### src/ipx_pkg.sv
// Package of constants for the two-wire port expander transaction logic.
// Operation
// - Acknowledge own address with read bit; snapshot port pins during that acknowledge.
// - One-byte read then STOP sends current port levels and re-arms detection.
// - Read releases change alert high during the port data byte acknowledge.
// - Reference snapshot equals transmitted data so changes during sending are caught.
// - After release in a read, alert stays high until STOP.
// - Each further read byte sends the current port levels again.
// - Write transfer: acknowledge address and every data byte until STOP.
// - Seven-bit address: four fixed upper bits, three from select inputs; R/W follows.
// - Written byte drives each port bit; master writes high for inputs.
// - Assert alert on any port edge relative to stored snapshot.
// - Write transfer clears alert at data byte acknowledge on falling SCL.
package ipx_pkg;
   // ----------------------------------------------------------------
   // Bus constants
   // ----------------------------------------------------------------
   localparam int IPX_PORT_W = 8;
   localparam logic [3:0] IPX_ADDR_FIXED = 4'h4;
   localparam logic [IPX_PORT_W-1:0] IPX_PORT_RESET = 8'hFF;
   localparam logic [3:0] IPX_BIT_LAST = 4'h7;
   localparam logic [3:0] IPX_BIT_ZERO = 4'h0;
   localparam int IPX_SYNC_STAGES = 2;
   typedef enum logic [2:0] {
      IPX_IDLE, IPX_ADDR, IPX_ADDR_ACK, IPX_WR_DATA, IPX_WR_ACK,
      IPX_RD_DATA, IPX_RD_ACK
   } ipx_state_t;
endpackage

### src/ipx_expander.sv
// Two-wire slave transaction logic of the eight-bit port expander.
`timescale 1ns/10ps
module ipx_expander
   import ipx_pkg::*;
#(
   parameter int PORT_W = IPX_PORT_W
) (
   input wire logic core_clk_in,
   input wire logic sys_rst_in,
   input wire logic scl_in,
   input wire logic sda_in,
   output logic sda_out,
   output logic sda_oe_out,
   input wire logic addr_select_0_in,
   input wire logic addr_select_1_in,
   input wire logic addr_select_2_in,
   input wire logic [PORT_W-1:0] port_pins_in,
   output logic [PORT_W-1:0] port_pins_out,
   output logic [PORT_W-1:0] port_pins_oe_out,
   output logic alert_n_out,
   output logic alert_n_oe_out
);
   // ----------------------------------------------------------------
   // Input synchronisers
   // ----------------------------------------------------------------
   localparam int SW = PORT_W + 5;
   logic [SW-1:0] sync_w;
   ipx_sync #(.WIDTH(SW)) u_sync (
      .core_clk_in(core_clk_in),
      .sys_rst_in(sys_rst_in),
      .async_in({scl_in, sda_in, addr_select_2_in, addr_select_1_in,
                 addr_select_0_in, port_pins_in}),
      .reset_val_in({1'b1, 1'b1, 3'h0, IPX_PORT_RESET}),
      .sync_out(sync_w)
   );
   wire scl_s = sync_w[SW-1];
   wire sda_s = sync_w[SW-2];
   wire [2:0] asel_s = sync_w[SW-3:SW-5];
   wire [PORT_W-1:0] pins_s = sync_w[PORT_W-1:0];

   // ----------------------------------------------------------------
   // Edge and condition detection
   // ----------------------------------------------------------------
   logic scl_d_reg;
   logic sda_d_reg;
   always_ff @(posedge core_clk_in) begin
      if (sys_rst_in) begin
         scl_d_reg <= 1'b1;
         sda_d_reg <= 1'b1;
      end else begin
         scl_d_reg <= scl_s;
         sda_d_reg <= sda_s;
      end
   end
   wire scl_rise = scl_s && !scl_d_reg;
   wire scl_fall = !scl_s && scl_d_reg;
   // START and STOP are SDA edges while SCL stays high
   wire start_det = scl_s && scl_d_reg && sda_d_reg && !sda_s;
   wire stop_det = scl_s && scl_d_reg && !sda_d_reg && sda_s;

   // ----------------------------------------------------------------
   // Transaction state
   // ----------------------------------------------------------------
   ipx_state_t state_reg, state_next;
   logic [3:0] bit_reg, bit_next;
   logic [7:0] shift_reg, shift_next;
   logic [PORT_W-1:0] tx_reg, tx_next;
   logic rw_reg, rw_next;
   logic master_nak_reg, master_nak_next;
   logic [PORT_W-1:0] out_reg, out_next;
   logic [PORT_W-1:0] snap_reg, snap_next;
   logic hold_reg, hold_next;
   logic sda_low_reg, sda_low_next;

   wire [6:0] own_addr = {IPX_ADDR_FIXED, asel_s};
   wire addr_match = (shift_reg[7:1] == own_addr);
   wire byte_done = (bit_reg == IPX_BIT_LAST);
   // Address byte is complete only at the fall after its eighth rise
   wire addr_done = (bit_reg == IPX_BIT_LAST + 4'h1);
   wire wr_ack_fall = (state_reg == IPX_WR_ACK) && scl_fall;
   wire rd_ack_rise = (state_reg == IPX_RD_ACK) && scl_rise;
   wire rd_ack_fall = (state_reg == IPX_RD_ACK) && scl_fall;
   wire wr_byte_end = (state_reg == IPX_WR_DATA) && scl_fall && byte_done;
   wire addr_rd_ack = (state_reg == IPX_ADDR_ACK) && rw_reg;
   wire change = (pins_s != snap_reg);

   // Next-state logic; bytes are sampled on SCL rise and SDA moves on SCL fall
   always_comb begin
      state_next = state_reg;
      bit_next = bit_reg;
      shift_next = shift_reg;
      tx_next = tx_reg;
      rw_next = rw_reg;
      master_nak_next = master_nak_reg;
      out_next = out_reg;
      snap_next = snap_reg;
      sda_low_next = sda_low_reg;
      unique case (state_reg)
         IPX_IDLE: begin
            sda_low_next = 1'b0;
         end
         IPX_ADDR: begin
            if (scl_rise) begin
               shift_next = {shift_reg[6:0], sda_s};
               bit_next = bit_reg + 4'h1;
            end else if (scl_fall && addr_done) begin
               // Not our address: stay off SDA until the next START
               if (addr_match) begin
                  state_next = IPX_ADDR_ACK;
                  rw_next = shift_reg[0];
                  sda_low_next = 1'b1;
               end else begin
                  state_next = IPX_IDLE;
               end
            end
         end
         IPX_ADDR_ACK: begin
            if (rw_reg && scl_rise) begin
               tx_next = pins_s;
            end
            if (scl_fall) begin
               bit_next = IPX_BIT_ZERO;
               if (rw_reg) begin
                  state_next = IPX_RD_DATA;
                  sda_low_next = ~tx_reg[PORT_W-1];
               end else begin
                  state_next = IPX_WR_DATA;
                  sda_low_next = 1'b0;
               end
            end
         end
         IPX_WR_DATA: begin
            if (scl_rise) begin
               shift_next = {shift_reg[6:0], sda_s};
            end else if (scl_fall) begin
               if (byte_done) begin
                  state_next = IPX_WR_ACK;
                  sda_low_next = 1'b1;
                  out_next = shift_reg;
               end
               bit_next = bit_reg + 4'h1;
            end
         end
         IPX_WR_ACK: begin
            if (scl_fall) begin
               state_next = IPX_WR_DATA;
               bit_next = IPX_BIT_ZERO;
               sda_low_next = 1'b0;
               snap_next = pins_s;
            end
         end
         IPX_RD_DATA: begin
            if (scl_fall) begin
               if (byte_done) begin
                  state_next = IPX_RD_ACK;
                  sda_low_next = 1'b0;
               end else begin
                  sda_low_next = ~tx_reg[PORT_W-2-bit_reg[2:0]];
               end
               bit_next = bit_reg + 4'h1;
            end
         end
         IPX_RD_ACK: begin
            if (scl_rise) begin
               master_nak_next = sda_s;
               snap_next = tx_reg;
            end
            if (scl_fall) begin
               bit_next = IPX_BIT_ZERO;
               if (master_nak_reg) begin
                  state_next = IPX_IDLE;
               end else begin
                  state_next = IPX_RD_DATA;
                  tx_next = pins_s;
                  sda_low_next = ~pins_s[PORT_W-1];
               end
            end
         end
      endcase
      if (start_det) begin
         state_next = IPX_ADDR;
         bit_next = IPX_BIT_ZERO;
         sda_low_next = 1'b0;
      end else if (stop_det) begin
         state_next = IPX_IDLE;
         sda_low_next = 1'b0;
      end
   end

   // Alert hold: set by read acknowledge, dropped only by STOP
   always_comb begin
      hold_next = hold_reg;
      if (rd_ack_rise) begin
         hold_next = 1'b1;
      end else if (stop_det) begin
         hold_next = 1'b0;
      end
   end

   // Registers
   always_ff @(posedge core_clk_in) begin
      if (sys_rst_in) begin
         state_reg <= IPX_IDLE;
         bit_reg <= IPX_BIT_ZERO;
         shift_reg <= 8'h00;
         tx_reg <= IPX_PORT_RESET;
         rw_reg <= 1'b0;
         master_nak_reg <= 1'b0;
         out_reg <= IPX_PORT_RESET;
         snap_reg <= IPX_PORT_RESET;
         hold_reg <= 1'b0;
         sda_low_reg <= 1'b0;
      end else begin
         state_reg <= state_next;
         bit_reg <= bit_next;
         shift_reg <= shift_next;
         tx_reg <= tx_next;
         rw_reg <= rw_next;
         master_nak_reg <= master_nak_next;
         out_reg <= out_next;
         snap_reg <= snap_next;
         hold_reg <= hold_next;
         sda_low_reg <= sda_low_next;
      end
   end

   // ----------------------------------------------------------------
   // Pin drivers (open drain: drive low only)
   // ----------------------------------------------------------------
   assign sda_out = 1'b0;
   assign sda_oe_out = sda_low_reg;
   assign port_pins_out = {PORT_W{1'b0}};
   assign port_pins_oe_out = ~out_reg;
   // Alert compares live pins with the snapshot; suppressed while held
   wire alert_act = change && !hold_reg;
   assign alert_n_out = 1'b0;
   assign alert_n_oe_out = alert_act;
endmodule

### src/ipx_sync.sv
// Two-flop synchroniser for pin inputs.
`timescale 1ns/10ps
module ipx_sync #(
   parameter int WIDTH = 1
) (
   input wire logic core_clk_in,
   input wire logic sys_rst_in,
   input wire logic [WIDTH-1:0] async_in,
   input wire logic [WIDTH-1:0] reset_val_in,
   output logic [WIDTH-1:0] sync_out
);
   logic [WIDTH-1:0] meta_reg;
   // Synchronous reset, so loading a port value at reset is legal
   always_ff @(posedge core_clk_in) begin
      if (sys_rst_in) begin
         meta_reg <= reset_val_in;
         sync_out <= reset_val_in;
      end else begin
         meta_reg <= async_in;
         sync_out <= meta_reg;
      end
   end
endmodule
### config.mk
export PLATFORM = sky130hd
export DESIGN_NAME = ipx_expander
export DESIGN_NICKNAME = d
export VERILOG_FILES = /design/src/ipx_pkg.sv /design/src/ipx_expander.sv /design/src/ipx_sync.sv
export SDC_FILE = /design/constraint.sdc
export NUM_CORES = 1
export LEC_CHECK = 0
export ABC_AREA = 0
export BUFFER_PORTS_ARGS = -buffer_cell sky130_fd_sc_hd__buf_2
export CAP_MARGIN = 20
export CORE_MARGIN = 2
export CORE_UTILIZATION = 50
export DETAILED_ROUTE_END_ITERATION = 16
export PLACE_DENSITY = 0.72
export SYNTH_ARGS = -nofsm -noshare
export SYNTH_HDL_FRONTEND = slang
export SYNTH_HIERARCHICAL = 1
export SYNTH_SLANG_ARGS = --single-unit
### constraint.sdc
create_clock -name core_clk_in -period 1.8 [get_ports core_clk_in]
set_clock_uncertainty 0.15 [all_clocks]
set_input_delay 0.18 -clock core_clk_in [delete_from_list [all_inputs] [get_ports core_clk_in]]
set_output_delay 0.18 -clock core_clk_in [all_outputs]
set_load 0.05 [all_outputs]
==> impl_metrics.env <==
export IMPL_vias_per_cell=5.20
export IMPL_finalSetupViolations=0
export IMPL_endpoint_kind="flop"
export IMPL_critPathCapture="sda_oe_out$_SDFFE_PP0P_"
export IMPL_die_h_um=86.4
export IMPL_grt_ovfl_total=0
export IMPL_fin_cells=525
export IMPL_clk_pin_slew_ps=80
export IMPL_grt_pass1_wl_mm=11.7
export IMPL_place_ws_ps=-150
export IMPL_worstPathArrival_ps=1930
export IMPL_path_class="reg2reg"
export IMPL_first_pass_iters=4
export IMPL_drive_gt1_frac=0.315
export IMPL_cts_tree="built"
export IMPL_max_vdd_ir_drop_mv=0.693
export IMPL_dpl_cell_area_um2=3800
export IMPL_whs_path_depth=2
export IMPL_synth_seq_area_share=0.419
export IMPL_path_cells="ha_4 > xor2_4 > mux4_2 > nor3_2 > nor3_2 > o21ai_1"
export IMPL_die_w_um=86.4
export IMPL_relSlewSlack=0.633
export IMPL_synth_edf_count=0
export IMPL_fin_area_um2=4330
export IMPL_status="completed"
export IMPL_rsz0062_at_grt="true"
export IMPL_worstPathRequired_ps=1930
export IMPL_crit_slowest_cell="mux4_2"
export IMPL_fmax_mhz=557
export IMPL_cpMostUsedCell="nor3_2"
export IMPL_die_area_um2=7470
export IMPL_ctsRootBufferMaster="clkbuf_8"
export IMPL_cp_start_kind="flop"
export IMPL_r2r_cells=6
export IMPL_leakagePower_uw=0.00186
export IMPL_clockBufferDepth=2
export IMPL_timing_rr_end="sda_oe_out$_SDFFE_PP0P_"
export IMPL_syn_cell_area_um2=3400
export IMPL_r2r_start="bit_reg[1]$_SDFFE_PP0P_"
export IMPL_period_needed_ps=1800
export IMPL_htree_levels=3
export IMPL_ant_nets=0
export IMPL_timing_final_crit_share=0.998
export IMPL_final_util=0.647
export IMPL_routed_wl_mm=7.16
export IMPL_numCtsBuffers=9
export IMPL_synthArstFlopShare=0
export IMPL_coreArea_um2=6680
export IMPL_antennaDiodeCount=0
export IMPL_hold_viol=0
export IMPL_reg2reg_slack_ps=4
export IMPL_dpl_hpwl_mm=4.75
export IMPL_yosysWarnings=6
export IMPL_cap_violations=0
export IMPL_initial_utilization=0.508
export IMPL_gp_congestion=0.897
export IMPL_clock_latency_ps=340
export IMPL_cts_sinks=71
export IMPL_critPathMaxStageDelay_ps=520
export IMPL_power_uw=4120
export IMPL_placed_cells_incl_taps=493
export IMPL_fin_nets=457
export IMPL_hold_start="sys_rst_in"
export IMPL_grt_use_total=0.197
export IMPL_grt_pass1_vias=2481
export IMPL_num_vias=2729
export IMPL_worstSetupStartpoint="bit_reg[1]$_SDFFE_PP0P_"
export IMPL_cp_max_fo=3
export IMPL_synth_cell_types=53
export IMPL_tightest_slew_ps=550
export IMPL_drc_errors=0
export IMPL_postSynthCellCount=355
export IMPL_boundaryPins=35
export IMPL_hold_class="in2reg"
export IMPL_power_density_nw_per_um2=952
export IMPL_areaGrowthSynthToFinish_pct=27.4
export IMPL_antenna_found_initial=0
export IMPL_syn_avg_cell_area_um2=9.57
export IMPL_drv_slew=0
export IMPL_drt_iter0_drc=160
export IMPL_rows=30
export IMPL_setup_ws_ps=3.96
export IMPL_avgRoutedWirePerCell_um=13.6
export IMPL_synthFlopType="dfxtp_1"
export IMPL_grt_max_degree=20
export IMPL_ys_ff_latch=71
export IMPL_io_buffers=24
timing repair:
action                                  CTS  global route
hold buffers                             13             0
resized for setup                        11            25
endpoints found under the hold margin    13             0
pin swaps                                 3             6
buffers inserted                          1             2
endpoints found under the setup margin   17            35
synth_stat cells (3+ instances only):
master	count	area (um2)
dfxtp_1	71	1420
xor2_1	9	78.8
nor2b_1	4	25.0
mux2i_1	4	40.0
and3_1	12	75.1
mux2_4	20	300
nand2b_1	4	25.0
a211o_1	25	219
a21oi_1	25	125
clkbuf_1	10	37.5
mux2_2	8	90.1
nor3_1	6	30.0
xnor2_1	7	61.3
nand2_1	37	139
or2_2	3	18.8
nand3_1	12	60.1
buf_2	6	30.0
buf_4	11	82.6
nor2_1	21	78.8
o21ai_0	4	20.0
inv_1	12	45.0
area by class of cell:
class                   count  area (um2)
fillers                   552        2360
multi-input cells         276        1980
flip-flops and latches     71        1440
repair buffers             70         528
clock buffers              10         138
well taps                  80         100
clock inverters             6        91.3
inverters                  12        45.0
where the power goes:
part / internal (uW) / switching [uW]
combinational: 438 / 489
sequential: 1670 / 76.7
clock: 828 / 619
total: 2930 / 1180
layout by cell type (no fill, tap or decap), types with 4 or more instances in the layout:
| master | n |
|---|---|
| mux2_4 | 20 |
| a21oi_1 | 23 |
| nand3_1 | 12 |
| nor2_1 | 20 |
| nor2b_1 | 4 |
| a211o_1 | 25 |
| and3_1 | 11 |
| dfxtp_1 | 61 |
| nor3_2 | 4 |
| inv_1 | 12 |
| xnor2_1 | 7 |
| nand2_1 | 35 |
| conb_1 | 36 |
| xor2_1 | 7 |
| dfxtp_2 | 8 |
| clkbuf_8 | 10 |
| buf_2 | 23 |
| mux2i_1 | 4 |
| buf_6 | 4 |
| mux2_2 | 8 |
| buf_4 | 29 |
| dlygate4sd3_1 | 13 |
per-stage QoR:
step / TNS, ps / hold WS [ps]
after floorplan: 0 / 173
after global placement: -179 / 255
after detailed placement: -446 / 258
after CTS: -52.1 / 103
after global routing: -316 / 153
final: 0 / 102
worst max-delay path, delay by kind of cell (launching register included):
family / cells / cell delay (ps)
fa+ha+maj: 1 / 170
xor+xnor: 1 / 200
mux: 1 / 520
compound gates: 1 / 120
flops: 1 / 360
simple gates: 2 / 210
per-layer routing:
metal	share of wire	wire length [um]	track usage	vias to the layer above
met4	0.016	112	0.0682	0
li1	-	-	-	1371
met3	0.032	232	0.0486	10
met5	0	0	0	-
met2	0.50	3560	0.322	53
met1	0.45	3250	0.254	1295
cells by family after synthesis:
kind of cell	after synthesis	share of synthesized area
muxes	33	0.133
adders and majority gates	2	0.00737
other	2	0.00221
xor gates and xnor gates	16	0.0413
buffers and inverters	42	0.0726
and+or+nand+nor	117	0.174
DFF	71	0.419
AOI/OAI and AO/OA	72	0.151
how the worst min path moves through the flow:
stage                                        endpoint  slack [ps]
after global routing        shift_reg[6]$_SDFFE_PP0P_         150
final                       shift_reg[6]$_SDFFE_PP0P_         100
after floorplan           u_sync/meta_reg[10]$_DFF_P_         170
after CTS                   shift_reg[6]$_SDFFE_PP0P_         100
after detailed placement  u_sync/meta_reg[12]$_DFF_P_         260
after global placement     u_sync/meta_reg[2]$_DFF_P_         260
(Power assumes the default switching activity.)
